$ cat config.mk
export PLATFORM = sky130hd
export DESIGN_NAME = torque_off_supervisor
export DESIGN_NICKNAME = d
export VERILOG_FILES = /design/src/hw/torque_supervisor_pkg.sv /design/src/hw/torque_off_supervisor.sv
export SDC_FILE = /design/constraint.sdc
export NUM_CORES = 1
export LEC_CHECK = 0
export ABC_CLOCK_PERIOD_IN_PS = 1900
export BUFFER_PORTS_ARGS = -buffer_cell sky130_fd_sc_hd__buf_4
export CAP_MARGIN = 20
export CELL_PAD_IN_SITES_DETAIL_PLACEMENT = 1
export CELL_PAD_IN_SITES_GLOBAL_PLACEMENT = 2
export CORE_UTILIZATION = 30
export DETAILED_ROUTE_END_ITERATION = 10
export PLACE_DENSITY_LB_ADDON = 0.1
export SKIP_LAST_GASP = 1
export SLEW_MARGIN = 20
export SYNTH_ARGS = -nofsm -noshare
export SYNTH_HDL_FRONTEND = slang
export SYNTH_SLANG_ARGS = --single-unit
$ cat constraint.sdc
create_clock -name pclk -period 1.9 [get_ports pclk]
set_input_delay 0.19 -clock pclk [delete_from_list [all_inputs] [get_ports pclk]]
set_output_delay 0.19 -clock pclk [all_outputs]
set_load 0.01 [all_outputs]
$ cat src/hw/torque_supervisor_pkg.sv
// Package with register map, reset values and timing constants of the torque-off and protection supervisor.
package torque_supervisor_pkg;
	localparam logic [7:0] CTRL_ADDR     = 8'h00;
	localparam logic [7:0] OVER_V_ADDR   = 8'h04;
	localparam logic [7:0] UNDER_V_ADDR  = 8'h08;
	localparam logic [7:0] I_LIMIT_ADDR  = 8'h0c;
	localparam logic [7:0] STALL_I_ADDR  = 8'h10;
	localparam logic [7:0] STALL_T_ADDR  = 8'h14;
	localparam logic [7:0] STATUS_ADDR   = 8'h18;
	localparam logic [7:0] MASK_ADDR     = 8'h1c;
	localparam logic [7:0] STATE_ADDR    = 8'h20;

	localparam int CTRL_STO_EN   = 0;
	localparam int CTRL_TCP      = 1;
	localparam int CTRL_CAN      = 2;
	localparam int CTRL_ZERO_CMD = 3;

	localparam int EV_STO_FAULT  = 0;
	localparam int EV_TEST_FAIL  = 1;
	localparam int EV_OVER_V     = 2;
	localparam int EV_UNDER_V    = 3;
	localparam int EV_STALL      = 4;
	localparam int EV_SHORT      = 5;
	localparam int EV_I_LIMIT    = 6;
	localparam int EV_W          = 7;

	// Voltages in 0.1 V units, currents in 0.1 A units, stall time in ms.
	localparam logic [15:0] OVER_V_RST   = 16'h0258;
	localparam logic [15:0] OVER_V_MIN   = 16'h0032;
	localparam logic [15:0] OVER_V_MAX   = 16'h0258;
	localparam logic [15:0] UNDER_V_RST  = 16'h0032;
	localparam logic [15:0] UNDER_V_MIN  = 16'h0000;
	localparam logic [15:0] UNDER_V_MAX  = 16'h01f4;
	localparam logic [15:0] I_LIMIT_RST  = 16'h01f4;
	localparam logic [15:0] I_MIN        = 16'h0064;
	localparam logic [15:0] I_MAX        = 16'h0258;
	localparam logic [15:0] STALL_I_RST  = 16'h0258;
	localparam logic [15:0] STALL_T_RST  = 16'h01f4;
	localparam logic [15:0] STALL_T_MIN  = 16'h0001;
	localparam logic [15:0] STALL_T_MAX  = 16'hfde8;
	localparam logic [15:0] SHORT_I      = 16'h02d0;

	localparam int CLK_PERIOD_NS  = 25;
	localparam int SELFTEST_NS    = 10000;
	localparam int SELFTEST_CYC   = (SELFTEST_NS + CLK_PERIOD_NS - 1) / CLK_PERIOD_NS;
	localparam int LED_PERIOD_MS  = 2000;
	localparam int LED_FLASH_MS   = 100;
	localparam int LED_GAP_MS     = 300;

	typedef enum logic [4:0] {
		TEST_IDLE = 5'h01,
		TEST_HIGH = 5'h02,
		TEST_LOW  = 5'h04,
		TEST_PASS = 5'h08,
		TEST_FAIL = 5'h10
	} test_state_t;
endpackage : torque_supervisor_pkg

$ cat src/hw/torque_off_supervisor.sv
// Torque-off supervision, supply and current protections, network mode interlock and status indicator.
//
// Register access over APB and the address map were left to the implementer.
`timescale 1ns/1ps
// Contract
// - run only while both inputs high
// - self-test at power-up and both-high rise
// - passing self-test allows power stage on
// - test fail or inputs not both high: off
// - exactly one input high raises fault alarm
// - supervision acts only when enabled; default bypassed
// - TCP and CAN modes never both active
// - reset gives TCP on, CAN off
// - status indicator pattern repeats every two seconds
// - over-voltage threshold 5 to 60 V, default 60
// - under-voltage threshold 0 to 50 V, default 5
// - current limit 10 to 60 A, default 50
// - stall after current exceeds threshold for timeout
// - stall current threshold 10 to 60 A, default 60
// - short circuit stops output until zero command
module torque_off_supervisor #(
	parameter int MS_CYCLES = 40000,
	parameter int MEAS_W    = 16
) (
	// APB slave.
	input  wire logic              pclk,
	input  wire logic              presetn,
	input  wire logic              psel,
	input  wire logic              penable,
	input  wire logic              pwrite,
	input  wire logic [7:0]        paddr,
	input  wire logic [31:0]       pwdata,
	output logic                   pready,
	output logic [31:0]            prdata,
	output logic                   pslverr,
	// Torque-off inputs and self-test path.
	input  wire logic              torque_off_input_a,
	input  wire logic              torque_off_input_b,
	input  wire logic              test_echo,
	output logic                   test_drive,
	// Measurements.
	input  wire logic              sample_valid,
	input  wire logic [MEAS_W-1:0] supply_volts,
	input  wire logic [MEAS_W-1:0] motor_current,
	// Power stage, network and indicator.
	output logic                   power_stage_enable,
	output logic                   current_limit_active,
	output logic                   tcp_mode,
	output logic                   can_mode,
	output logic                   status_led,
	output logic                   status_led_fault,
	output logic                   irq
);
	function automatic logic [15:0] clamp(input logic [15:0] v, input logic [15:0] lo, input logic [15:0] hi);
		clamp = (v < lo) ? lo : ((v > hi) ? hi : v);
	endfunction : clamp

	localparam int MS_W = $clog2(MS_CYCLES + 1);

	logic                   sto_enable;
	logic [15:0]            over_v_th;
	logic [15:0]            under_v_th;
	logic [15:0]            i_limit;
	logic [15:0]            stall_i;
	logic [15:0]            stall_t;
	logic [torque_supervisor_pkg::EV_W-1:0] status;
	logic [torque_supervisor_pkg::EV_W-1:0] mask;
	logic [torque_supervisor_pkg::EV_W-1:0] events;
	logic                   over_v;
	logic                   under_v;
	logic                   stall;
	logic                   short_fault;
	logic [15:0]            stall_ms;
	logic                   stall_over;
	logic [MS_W-1:0]        ms_cnt;
	logic                   ms_tick;
	logic [10:0]            led_ms;
	logic                   both_high_q;
	logic                   test_start;
	logic [15:0]            test_cnt;
	torque_supervisor_pkg::test_state_t test_state;
	logic                   wr_en;
	logic                   rd_en;
	logic                   zero_cmd;
	logic                   both_high;
	logic                   one_high;
	logic                   sto_ok;
	logic [31:0]            next_prdata;
	logic                   addr_ok;

	assign both_high = torque_off_input_a & torque_off_input_b;
	assign one_high  = torque_off_input_a ^ torque_off_input_b;
	assign wr_en     = psel & penable & pready & pwrite;
	assign rd_en     = psel & penable & pready & ~pwrite;
	assign zero_cmd  = wr_en && paddr == torque_supervisor_pkg::CTRL_ADDR && pwdata[torque_supervisor_pkg::CTRL_ZERO_CMD];
	// With supervision bypassed the stage is governed by the protections alone.
	// A pass from before the inputs last rose does not count, so the stage waits for the fresh test.
	assign sto_ok    = ~sto_enable | (both_high & both_high_q & ~test_start &
		test_state == torque_supervisor_pkg::TEST_PASS);

	// The answer comes one cycle into the access phase so that prdata is a flop.
	always_ff @(posedge pclk or negedge presetn) begin
		if (!presetn) begin
			pready  <= 1'b0;
			pslverr <= 1'b0;
			prdata  <= 32'h0000_0000;
		end else begin
			pready  <= psel & penable & ~pready;
			pslverr <= psel & penable & ~pready & ~addr_ok;
			prdata  <= (psel & penable & ~pready & ~pwrite) ? next_prdata : 32'h0000_0000;
		end
	end

	always_comb begin
		addr_ok     = 1'b1;
		next_prdata = 32'h0000_0000;
		case (paddr)
			torque_supervisor_pkg::CTRL_ADDR:    next_prdata = {29'h0, can_mode, tcp_mode, sto_enable};
			torque_supervisor_pkg::OVER_V_ADDR:  next_prdata = {16'h0, over_v_th};
			torque_supervisor_pkg::UNDER_V_ADDR: next_prdata = {16'h0, under_v_th};
			torque_supervisor_pkg::I_LIMIT_ADDR: next_prdata = {16'h0, i_limit};
			torque_supervisor_pkg::STALL_I_ADDR: next_prdata = {16'h0, stall_i};
			torque_supervisor_pkg::STALL_T_ADDR: next_prdata = {16'h0, stall_t};
			torque_supervisor_pkg::STATUS_ADDR:  next_prdata = {25'h0, status};
			torque_supervisor_pkg::MASK_ADDR:    next_prdata = {25'h0, mask};
			torque_supervisor_pkg::STATE_ADDR:   next_prdata = {20'h0, test_state, torque_off_input_b,
				torque_off_input_a, short_fault, stall, under_v, over_v, power_stage_enable};
			default: addr_ok = 1'b0;
		endcase
	end

	always_ff @(posedge pclk or negedge presetn) begin
		if (!presetn) begin
			sto_enable <= 1'b0;
			tcp_mode   <= 1'b1;
			can_mode   <= 1'b0;
			over_v_th  <= torque_supervisor_pkg::OVER_V_RST;
			under_v_th <= torque_supervisor_pkg::UNDER_V_RST;
			i_limit    <= torque_supervisor_pkg::I_LIMIT_RST;
			stall_i    <= torque_supervisor_pkg::STALL_I_RST;
			stall_t    <= torque_supervisor_pkg::STALL_T_RST;
			mask       <= '0;
		end else if (wr_en) begin
			case (paddr)
				torque_supervisor_pkg::CTRL_ADDR: begin
					sto_enable <= pwdata[torque_supervisor_pkg::CTRL_STO_EN];
					// A write asking for both modes at once is refused and leaves the pair unchanged.
					if (!(pwdata[torque_supervisor_pkg::CTRL_TCP] & pwdata[torque_supervisor_pkg::CTRL_CAN])) begin
						tcp_mode <= pwdata[torque_supervisor_pkg::CTRL_TCP];
						can_mode <= pwdata[torque_supervisor_pkg::CTRL_CAN];
					end
				end
				torque_supervisor_pkg::OVER_V_ADDR: over_v_th <= clamp(pwdata[15:0], torque_supervisor_pkg::OVER_V_MIN,
					torque_supervisor_pkg::OVER_V_MAX);
				torque_supervisor_pkg::UNDER_V_ADDR: under_v_th <= clamp(pwdata[15:0], torque_supervisor_pkg::UNDER_V_MIN,
					torque_supervisor_pkg::UNDER_V_MAX);
				torque_supervisor_pkg::I_LIMIT_ADDR: i_limit <= clamp(pwdata[15:0], torque_supervisor_pkg::I_MIN,
					torque_supervisor_pkg::I_MAX);
				torque_supervisor_pkg::STALL_I_ADDR: stall_i <= clamp(pwdata[15:0], torque_supervisor_pkg::I_MIN,
					torque_supervisor_pkg::I_MAX);
				torque_supervisor_pkg::STALL_T_ADDR: stall_t <= clamp(pwdata[15:0], torque_supervisor_pkg::STALL_T_MIN,
					torque_supervisor_pkg::STALL_T_MAX);
				torque_supervisor_pkg::MASK_ADDR: mask <= pwdata[torque_supervisor_pkg::EV_W-1:0];
				default: ;
			endcase
		end
	end

	// Self-test: drive the test line high then low and expect the echo to follow each level.
	always_ff @(posedge pclk or negedge presetn) begin
		if (!presetn) begin
			both_high_q <= 1'b0;
			test_start  <= 1'b1;
		end else begin
			both_high_q <= both_high;
			test_start  <= both_high & ~both_high_q;
		end
	end

	always_ff @(posedge pclk or negedge presetn) begin
		if (!presetn) begin
			test_state <= torque_supervisor_pkg::TEST_IDLE;
			test_cnt   <= 16'h0000;
			test_drive <= 1'b0;
		end else if (test_start) begin
			test_state <= torque_supervisor_pkg::TEST_HIGH;
			test_cnt   <= 16'h0000;
			test_drive <= 1'b1;
		end else begin
			case (test_state)
				torque_supervisor_pkg::TEST_HIGH: begin
					test_cnt <= test_cnt + 16'h0001;
					if (test_cnt == 16'(torque_supervisor_pkg::SELFTEST_CYC - 1)) begin
						test_cnt   <= 16'h0000;
						test_drive <= 1'b0;
						test_state <= test_echo ? torque_supervisor_pkg::TEST_LOW : torque_supervisor_pkg::TEST_FAIL;
					end
				end
				torque_supervisor_pkg::TEST_LOW: begin
					test_cnt <= test_cnt + 16'h0001;
					if (test_cnt == 16'(torque_supervisor_pkg::SELFTEST_CYC - 1)) begin
						test_state <= test_echo ? torque_supervisor_pkg::TEST_FAIL : torque_supervisor_pkg::TEST_PASS;
					end
				end
				torque_supervisor_pkg::TEST_IDLE,
				torque_supervisor_pkg::TEST_PASS,
				torque_supervisor_pkg::TEST_FAIL: test_drive <= 1'b0;
				default: test_state <= torque_supervisor_pkg::TEST_FAIL;
			endcase
		end
	end

	// Millisecond time base shared by the stall timer and the indicator.
	always_ff @(posedge pclk or negedge presetn) begin
		if (!presetn) begin
			ms_cnt  <= '0;
			ms_tick <= 1'b0;
		end else begin
			ms_tick <= ms_cnt == MS_W'(MS_CYCLES - 1);
			ms_cnt  <= (ms_cnt == MS_W'(MS_CYCLES - 1)) ? '0 : ms_cnt + MS_W'(1);
		end
	end

	// Voltage flags follow each sample; they recover when a sample is back in range.
	always_ff @(posedge pclk or negedge presetn) begin
		if (!presetn) begin
			over_v               <= 1'b0;
			under_v              <= 1'b0;
			current_limit_active <= 1'b0;
			stall_over           <= 1'b0;
		end else if (sample_valid) begin
			over_v               <= 16'(supply_volts) > over_v_th;
			under_v              <= 16'(supply_volts) < under_v_th;
			current_limit_active <= 16'(motor_current) > i_limit;
			stall_over           <= 16'(motor_current) > stall_i;
		end
	end

	// Stall and short circuit latch until a zero command, since the motor must be restarted deliberately.
	always_ff @(posedge pclk or negedge presetn) begin
		if (!presetn) begin
			stall_ms    <= 16'h0000;
			stall       <= 1'b0;
			short_fault <= 1'b0;
		end else begin
			if (!stall_over) begin
				stall_ms <= 16'h0000;
			end else if (ms_tick && stall_ms != 16'hffff) begin
				stall_ms <= stall_ms + 16'h0001;
			end
			if (stall_over && stall_ms >= stall_t) begin
				stall <= 1'b1;
			end else if (zero_cmd) begin
				stall <= 1'b0;
			end
			if (sample_valid && 16'(motor_current) > torque_supervisor_pkg::SHORT_I) begin
				short_fault <= 1'b1;
			end else if (zero_cmd) begin
				short_fault <= 1'b0;
			end
		end
	end

	always_ff @(posedge pclk or negedge presetn) begin
		if (!presetn) begin
			power_stage_enable <= 1'b0;
		end else begin
			power_stage_enable <= sto_ok & ~short_fault & ~stall & ~over_v & ~under_v;
		end
	end

	always_comb begin
		events = '0;
		events[torque_supervisor_pkg::EV_STO_FAULT] = sto_enable & one_high;
		events[torque_supervisor_pkg::EV_TEST_FAIL] = sto_enable & test_state == torque_supervisor_pkg::TEST_FAIL;
		events[torque_supervisor_pkg::EV_OVER_V]    = over_v;
		events[torque_supervisor_pkg::EV_UNDER_V]   = under_v;
		events[torque_supervisor_pkg::EV_STALL]     = stall;
		events[torque_supervisor_pkg::EV_SHORT]     = short_fault;
		events[torque_supervisor_pkg::EV_I_LIMIT]   = current_limit_active;
	end

	// A new event in the cycle of the clearing read survives the clear.
	always_ff @(posedge pclk or negedge presetn) begin
		if (!presetn) begin
			status <= '0;
			irq    <= 1'b0;
		end else begin
			status <= ((rd_en && paddr == torque_supervisor_pkg::STATUS_ADDR) ? '0 : status) | events;
			irq    <= |(status & mask);
		end
	end

	// One flash per period when healthy, a double flash in fault colour on any exception.
	always_ff @(posedge pclk or negedge presetn) begin
		if (!presetn) begin
			led_ms           <= 11'h000;
			status_led       <= 1'b0;
			status_led_fault <= 1'b0;
		end else begin
			if (ms_tick) begin
				led_ms <= (led_ms == 11'(torque_supervisor_pkg::LED_PERIOD_MS - 1)) ? 11'h000 : led_ms + 11'h001;
			end
			status_led_fault <= |status;
			status_led       <= (led_ms < 11'(torque_supervisor_pkg::LED_FLASH_MS)) ||
				(|status && led_ms >= 11'(torque_supervisor_pkg::LED_GAP_MS) &&
				led_ms < 11'(torque_supervisor_pkg::LED_GAP_MS + torque_supervisor_pkg::LED_FLASH_MS));
		end
	end
endmodule : torque_off_supervisor

==> results of run 1 <==
[cells in the mapped netlist, drive strengths merged (7+ instances only)]
| cell | instances | area share |
|---|---|---|
| a22o | 25 | 0.020 |
| and3 | 15 | 0.0085 |
| or4 | 7 | 0.0054 |
| o22ai | 10 | 0.0057 |
| a21oi | 46 | 0.021 |
| ha | 84 | 0.095 |
| nand3 | 37 | 0.017 |
| dfrtp | 167 | 0.38 |
| nor3 | 26 | 0.012 |
| dfstp | 26 | 0.062 |
| nor2b | 10 | 0.0057 |
| nand2 | 98 | 0.034 |
| a21o | 24 | 0.016 |
| inv | 88 | 0.030 |
| mux2 | 12 | 0.012 |
| clkbuf | 40 | 0.014 |
| buf | 24 | 0.015 |
| xnor2 | 17 | 0.014 |
| and2 | 12 | 0.0068 |
| o211ai | 8 | 0.0054 |
| nand4 | 38 | 0.022 |
| a2bb2oi | 10 | 0.0079 |
| xor2 | 27 | 0.021 |
| nor4 | 11 | 0.0062 |
| a22oi | 24 | 0.016 |
| nor2 | 105 | 0.036 |
| o21ai | 72 | 0.033 |
| and4 | 10 | 0.0079 |
[layout make-up]
class / count / area, um2 / share of cell area
flip-flops and latches: 193 / 4862 / 0.3534
clock inverters: 14 / 155.1 / 0.01128
clock buffers: 18 / 439.2 / 0.03192
diodes: 1 / 2.502 / 0.0001819
well taps: 461 / 576.8 / 0.04192
repair buffers: 216 / 1718 / 0.1249
inverters: 88 / 330.3 / 0.02401
multi-input cells: 831 / 5675 / 0.4125
[layout by cell type, fill, tap and decap left out, types with 6 or more instances in the layout]
| master | netlist | layout |
|---|---|---|
| mux2_2 | 12 | 12 |
| a31oi_1 | 6 | 6 |
| a21oi_1 | 46 | 46 |
| nor2b_1 | 10 | 10 |
| nor2_1 | 105 | 104 |
| a22oi_1 | 24 | 24 |
| xnor2_1 | 17 | 17 |
| nor4_1 | 11 | 10 |
| xor2_1 | 27 | 27 |
| conb_1 | 1 | 16 |
| inv_1 | 88 | 85 |
| a22o_1 | 25 | 25 |
| o21ai_0 | 71 | 67 |
| and4_1 | 10 | 10 |
| nand3_1 | 37 | 37 |
| and2_1 | 10 | 8 |
| nand2_1 | 96 | 96 |
| a2bb2oi_1 | 10 | 10 |
| o22ai_1 | 10 | 10 |
| and3_1 | 15 | 15 |
| clkbuf_16 | 0 | 17 |
| dfstp_2 | 26 | 26 |
| a21o_1 | 24 | 24 |
| dfrtp_1 | 167 | 167 |
| buf_12 | 0 | 7 |
| o211ai_1 | 8 | 8 |
| ha_1 | 84 | 82 |
| buf_4 | 16 | 207 |
| o22a_1 | 6 | 6 |
| nand4_1 | 38 | 38 |
| nor3_1 | 25 | 24 |
[power by group through the flow]
stage / Sequential (mW) / Combinational (mW) / Clock, mW
after floorplan: 4.37 / 0.603 / 0
after global placement: 4.36 / 1.33 / 0
after detailed placement: 4.37 / 1.35 / 0
after CTS: 4.29 / 1.35 / 3.85
after global routing: 4.30 / 1.50 / 4.02
final: 4.29 / 1.36 / 3.72
[worst register-to-register path: cells and delay by family (launching register included)]
kind            cells  cell delay, ns
compound gates      3            0.50
simple gates        2            0.47
flops               1            0.41
buf+inv             2            0.32
[final timing paths]
| path | startpoint | to | slack [ns] | cells after the start |
|---|---|---|---|---|
| max in group asynchronous | presetn | stall_i[9] | 0.93 | 3 |
| setup / recovery | test_cnt[10] | test_cnt[7] | 0.1 | 7 |
| hold / removal | pwdata[6] | stall_t[6] | 0.03 | 2 |
| min in group asynchronous | presetn | under_v_th[14] | 0.25 | 2 |
| setup reg to reg | test_cnt[10] | test_cnt[7] | 0.1 | 7 |
| hold reg to reg | both_high_q | test_start | 0.42 | 1 |
[cells by family after synthesis]
kind of cell             synth area share
AND/OR/NAND/NOR                    0.1761
AO/OA/AOI/OAI                      0.1667
flip-flops                         0.4411
buffers and inverters             0.05846
adder cells (fa/ha/maj)           0.09535
XOR/XNOR                          0.03496
multiplexers                      0.02702
other                           0.0003402
[per-stage QoR]
step | utilization | TNS, ns | hold WS [ns]
3_3_place_gp | 0.3641 | -8.873 | 0.1663
2_1_floorplan | - | -3.557 | -0.1056
6_report | 0.3840 | 0 | 0.03349
4_1_cts | 0.3814 | 0 | 0.007159
3_5_place_dp | 0.3641 | -10.41 | 0.1698
5_1_grt | 0.3840 | -0.1077 | 0.02693
[flip-flops by register name, summed over array words and instances (netlist names), 5 cells and up]
name and cells:
mask 7, stall_i 16, test_cnt 16, i_limit 16, led_ms 11, status 7, stall_t 16, stall_ms 16
over_v_th 16, ms_cnt 16, prdata 16, under_v_th 16, test_state 5
[metal layers]
layer | vias up | global-route usage | share of wire
met2 | 141 | 0.3164 | 0.45
met4 | 0 | 0.03437 | 0.0073
met1 | 4681 | 0.3092 | 0.51
met5 | - | 0 | 0
met3 | 13 | 0.03148 | 0.033
li1 | 4523 | - | -
[timing repair]
| action | CTS | global route |
|---|---|---|
| resized for setup | 3 | 15 |
| hold endpoints to repair | 34 | 0 |
| cloned | 0 | 0 |
| buffers inserted | 0 | 5 |
| hold buffers | 1 | 0 |
| pin swaps | 0 | 7 |
| endpoints found under the setup margin | 12 | 12 |
==> flow_results.org, run 1 <==
** Status
- Status :: finished clean

** Pwr
- Cell Pwr Density :: between 600 and 700 nW/um2
- After layout, the design draws a total of between 9 and 10 mW.
- Share of total power in the clock network :: 0.397
- Max IR drop VDD :: between 0.0006 and 0.0007 V
- Internal power of the cells :: between 6 and 7 mW
- For this design the total switching power over the nets is between 2 and 3 mW.
- The analysis attributes to cell leakage a power of approximately 6.6 nW.
- The share of total power dissipated in combinational logic is 0.145.
- Of the total power, the share spent switching nets is 0.2774.
- Flop pwr share :: 0.458

** Placement
- Setup Slack @ Placement :: -0.4243 ns
- DP Wirelength :: between 20000 and 30000 um
- Cell Area, Placed :: 13050 um2
- The number of placed instances, taps included, is about 1800.
- Port buffer count :: 90
- At the end of routability-driven placement, the weighted congestion stood at approximately 0.83.

** Die
- Effective utilization at floorplan :: 0.3077
- Measured along the y axis, the die boundary spans about 190 um.
- The die covers between 30000 and 40000 um2.
- Die X-Extent :: a little under 200 um
- Row generation in the floorplan step produced slightly below 70 rows.
- After floorplanning, the core was sized to cover 35830 um2.
- In this run the count of I/O pins placed on the die edge is 123.

** Critical path
- Data required time at the worst endpoint :: ~2.2 ns
- Crit path largest cell delay :: between 0.4 and 0.5 ns
- The worst setup path is captured at a register.
- Cell chain of the critical path :: nor4b_4, buf_4, nand4_1, o21ai_1, buf_4, o22ai_1, a22o_1
- For this design, the slowest cell found on the critical path is dfrtp_1.
- CP Data Arrival Time :: between 2 and 2.5 ns
- Counting both buffers and inverters, the worst setup path holds a total of 2.
- The worst setup path is launched from a register.
- Type of the worst setup path :: reg2reg
- In this run the worst path has a maximum fanout of 6.
- Worst path most repeated cell :: buf_4
- Cell family with the largest share of critical-path delay :: compound AO/OA/AOI/OAI gates

** Routing
- The first TritonRoute pass finished after 5 iterations.
- Detail Route Antenna Nets :: 0
- Summed over all layers, the routed wires come to ~37000 um.
- The routed layout has ~9400 vias.
- In the routed design, unresolved DRC markers number 0.
- After detailed routing, the number of vias per cell comes to slightly above 5.
- The detailed router finished its first iteration with a little over 400 violations.
- In the final routed layout, each cell accounts on average for approximately 21 um.

** Clock tree
- No sink is reached through more buffers than the 2 on the longest clock path.
- The H-tree was split into 4 levels.
- CTS placed an instance of clkbuf_16 at the clock tree root.
- TritonCTS created 17 clock buffers.
- Clock sinks :: about 190
- Clock insertion delay at the later pin of the skew report :: 0.44 ns
- Clock Pin Slew Worst Setup and Hold Paths :: approximately 0.07 ns
- TritonCTS built the clock tree.

** Global route
- Global-route wire length before repair :: 59240 um
- Entering global routing, the biggest net connects 43 pins.
- In the global route stage, overall resource usage came out at 0.2065.
- Overflow after GRT :: 0
- Antenna violations before repair :: 0
- The via count of the first global-routing pass was around 10000.

** STA
- In the finished design, the share of the clock period the worst path needs comes to 0.9499.
- Setup repair after global routing missed its margin :: true
- Fin. max-slew vios :: 0
- Derived from the worst setup path, the maximum achievable clock frequency is roughly 550 MHz.
- Setup violation total in the final timing report :: 0
- The worst path needs around 1.8 ns of the cycle, external delays included.
- Fin. Hold Viols :: 0
- Clock skew after layout :: approximately 0.0081 ns
- In the post-route analysis, the smallest setup slack over all paths is around 0.095 ns.

** Logic synthesis
- After synthesis, the share of flip-flops with an asynchronous set or reset is 1.000.
- Share of the yosys chip area belonging to registers :: 0.4411
- The most used flip-flop cell after synthesis is dfrtp_1.
- Warnings from Yosys :: 0
- Counting every instance in the synthesized netlist gives 1161.
- In this run, synthesis produced a sequential element count of ~190.
- Combined area of all synthesized cells :: 11020 um2
- Synthesis instantiated between 60 and 70 different standard cells from the library.
- Counting flops with a built-in enable in the synthesized netlist gives 0.
- Post-Syn Area per Cell :: between 9 and 10 um2

** Cells and area
- In the final design database the tool counted roughly 1500 nets.
- From synthesis to final layout, the design area changed by 24.82%.
- In the final layout, the share of cells above drive strength 1 is 0.2309.
- Excluding fillers, the count of instances in the completed layout stands at about 1800.
- Counting the fill cells in the layout gives 4096.
- Finished Cell Area :: between 10000 and 15000 um2

** Flow run
- Across the run, the number of max-cap violations was 0.

** Min path
- The worst hold path belongs to the class in2reg.
No activity file was read; power rests on OpenSTA's default activity.
==> run 2, diff against run 1 <==
==> constraint.sdc (replaced) <==
create_clock -name pclk -period 1.9 [get_ports pclk]
set_input_delay 0.38 -clock pclk [delete_from_list [all_inputs] [get_ports pclk]]
set_output_delay 0.38 -clock pclk [all_outputs]
set_load 0.01 [all_outputs]
==> flow_results.org, run 2 (same netlist as run 1, synthesis figures left out) <==
** Status
- The run finished, with violations left.
- The checks that failed: setup timing.

** Critical path
- The worst register-to-register path ends at current_limit_active.
- Cell family with the largest share of critical-path delay :: simple AND/OR/NAND/NOR gates
- Buf/Inv on CP :: 1 (-1)
- The largest fanout on the critical path was 8 (+2).
- The number of cells on the worst reg-to-reg path came to 6 (-1).
- Kind of capture point of the worst setup path :: register
- Worst path most repeated cell :: or4_4
- Type of the worst setup path :: in2reg
- Critical register-to-register path startpoint :: i_limit[2]
- Among all stages on the critical path, the largest delay is contributed by or4_4.
- The setup slack of the worst register-to-register path came to 0.05 ns (-0.05 ns).
- The endpoint arrival time on the critical path was 2.32 ns (+0.18 ns).
- Startpoint kind of the worst setup timing path :: primary input
- Data required time at the worst endpoint :: 2.28 ns (+0.04 ns)
- The logic depth of the worst path, buffers included is 6 (-1).
- Crit path largest cell delay :: 0.60 ns (+0.19 ns)
- Traced cell by cell, the critical path runs through buf_6, or4_4, or4_4, or4_4, nand2_4, a2bb2oi_2.

** Min path
- Startpoint of the lowest-slack hold path :: sample_valid
- Worst hold-check path type :: in2reg
- Hold worst-path end :: current_limit_active
- Worst hold path depth :: 2 (unchanged)

** Placement
- DP Wirelength :: 29990 um (+0.45%)
- Final Wtd Congestion :: 0.8117 (-2.2%)
- The number of port buffers was 90 (unchanged).

** STA
- Minimum setup slack in the final design :: -0.04223 ns (-0.1375 ns)
- Headroom to the max-slew limit came out at 0.5479.
- At the pin with the least slew margin, the transition time is 0.6782 ns.
- The final critical delay including setup and external delays was 1.942 ns (+0.1375 ns).
- Setup repair after global routing could not meet its margin everywhere.
- Final-layout setup total negative slack :: -0.1683 ns (-0.1683 ns)
- Final clock period utilization by the worst path :: 1.022 (+0.07237)
- The final worst clock skew came to 0.01255 ns (+0.004458 ns).
- Fmax :: 514.9 MHz (-7.1%)
- Setup violation total in the final timing report :: 8 (+8)
- Fin. max-slew vios :: 0 (unchanged)
- Fin. Hold Viols :: 0 (unchanged)

** Cells and area
- The share of cells above drive strength 1 was 0.2651 (+0.03425).
- NumNets Final :: 1540 (+1.9%)
- Area delta synth->final :: 29.15%
- The utilization after layout is 0.3973 (+0.01330).
- In the layout the commonest cells are buf_4 (230), dfrtp_1 (167), nor2_1 (104).
- Most common library cell in the layout ignoring fill and taps :: buf_4

** Die
- Die Height :: 193.7 um (unchanged)
- The die width came to 193.7 um (unchanged).
- Core Area :: 35830 um2 (unchanged)
- Row count :: 69 (unchanged)
- Top-Level Pins :: 123 (unchanged)
- Effective utilization at floorplan :: 0.3077 (unchanged)
- The floorplan die area was 37510 um2 (unchanged).

** Pwr
- The total design power is 9.807 mW (+4.7%).
- The static leakage power came to 6.861 nW (+3.3%).
- The worst-case vdd ir drop is 0.0006534 V (-1.8%).
- Cell Pwr Density :: 688.9 nW/um2 (+1.2%)

** Routing
- The final antenna-violating net count is 0 (unchanged).
- Routed signal wires occupy layers up through met4.
- The detail-routed net length per standard cell is 20.59 um (about the same).
- Number of design-rule violations left by the first detailed-router iteration :: 499 (+23%)
- The total length of routed met2 wires was 16800 um (+0.66%).
- The met3 routed wirelength came to 1459 um (+16%).
- The aggregate routed wire length is 38090 um (+1.6%).
- Detailed-route via count :: 9578 (+2.4%)
- Met1 wire length :: 19320 um (+0.29%)
- The number of search-and-repair iterations in the first detailed-routing pass is 5 (unchanged).
- Via-to-Cell Ratio :: 5.177 (+0.80%)
- The post-route DRC violation count came to 0 (unchanged).

** Global route
- GR Util All Layers :: 0.2080 (+0.001497)
- Antenna violations before repair :: 1 (+1)
- Global-route wire length before repair :: 59410 um (+0.28%)
- Pin count of the biggest net entering global routing :: 60 (+40%)
- The remaining global-route overflow came to 0 (unchanged).
- The via count of the first global-routing pass came to 9796 (+0.52%).

** Clock tree
- The clock-pin slew on the worst setup and hold paths came to 0.07 ns (about the same).
- Number of CTS-inserted buffers :: 17 (unchanged)
- Clock tree from TritonCTS :: yes
- CTS Root Buffer Type :: clkbuf_16
- Clock insertion delay at the later pin of the skew report :: 0.45 ns (about the same)
- Number of levels in the clock H-tree :: 4 (unchanged)
- The maximum number of buffers from clock root to sink is 2 (unchanged).
- The TritonCTS sink count came to 193 (unchanged).

** Flow run
- Number of max-cap violations :: 0 (unchanged)
## run 2: layout make-up
| cell class | count | area [um2] |
|---|---|---|
| antenna | 1 | 2.502 |
| timing repair buffer | 244 | 1973 |
| fill | 4068 | 21590 |
| clock buffer | 20 | 456.7 |
| tap | 461 | 576.8 |
| inverter | 88 | 330.3 |
| clock inverter | 12 | 193.9 |
| multi-input combinational | 831 | 5841 |
| sequential | 193 | 4862 |
## run 2: what timing repair did
item                                    4_1_cts  5_1_grt
setup buffers                                 0        6
endpoints found under the setup margin       14       28
hold endpoints to repair                     27        0
resized for setup                            10       35
hold buffers                                  1        0
pin swaps                                     3       17
## run 2: worst max-delay path by stage
| stage | from | endpoint |
|---|---|---|
| after floorplan | pwdata[14] | i_limit[2] |
| after global placement | pwdata[14] | stall_i[2] |
| after detailed placement | pwdata[14] | stall_i[5] |
| after CTS | pwdata[14] | stall_i[5] |
| after global routing | pwdata[14] | stall_i[5] |
| final | pwdata[14] | i_limit[5] |
## run 2: where the power goes
group	leakage, nW	total [mW]	internal (mW)	switching, mW
Sequential	2.29	4.29	4.20	0.0845
Combinational	4.25	1.46	0.641	0.821
Clock	0.316	4.06	2.31	1.75
## run 2: through the flow
step,cells,hold slack (ns),cell area (um2),worst slack [ns]
floorplan,1176,0.08441,11180,-0.4564
global placement,1810,0.3211,13320,-0.5402
detailed placement,1810,0.3222,13320,-0.5759
CTS,1843,0.1865,14020,-0.04670
global route,1849,0.1944,14230,-0.07186
finish,1850,0.2124,14240,-0.04223
## run 2: layer usage
| metal | vias up | GRT usage |
|---|---|---|
| met5 | - | 0 |
| met2 | 158 | 0.3118 |
| met1 | 4823 | 0.3095 |
| li1 | 4570 | - |
| met3 | 27 | 0.03618 |
| met4 | 0 | 0.04711 |
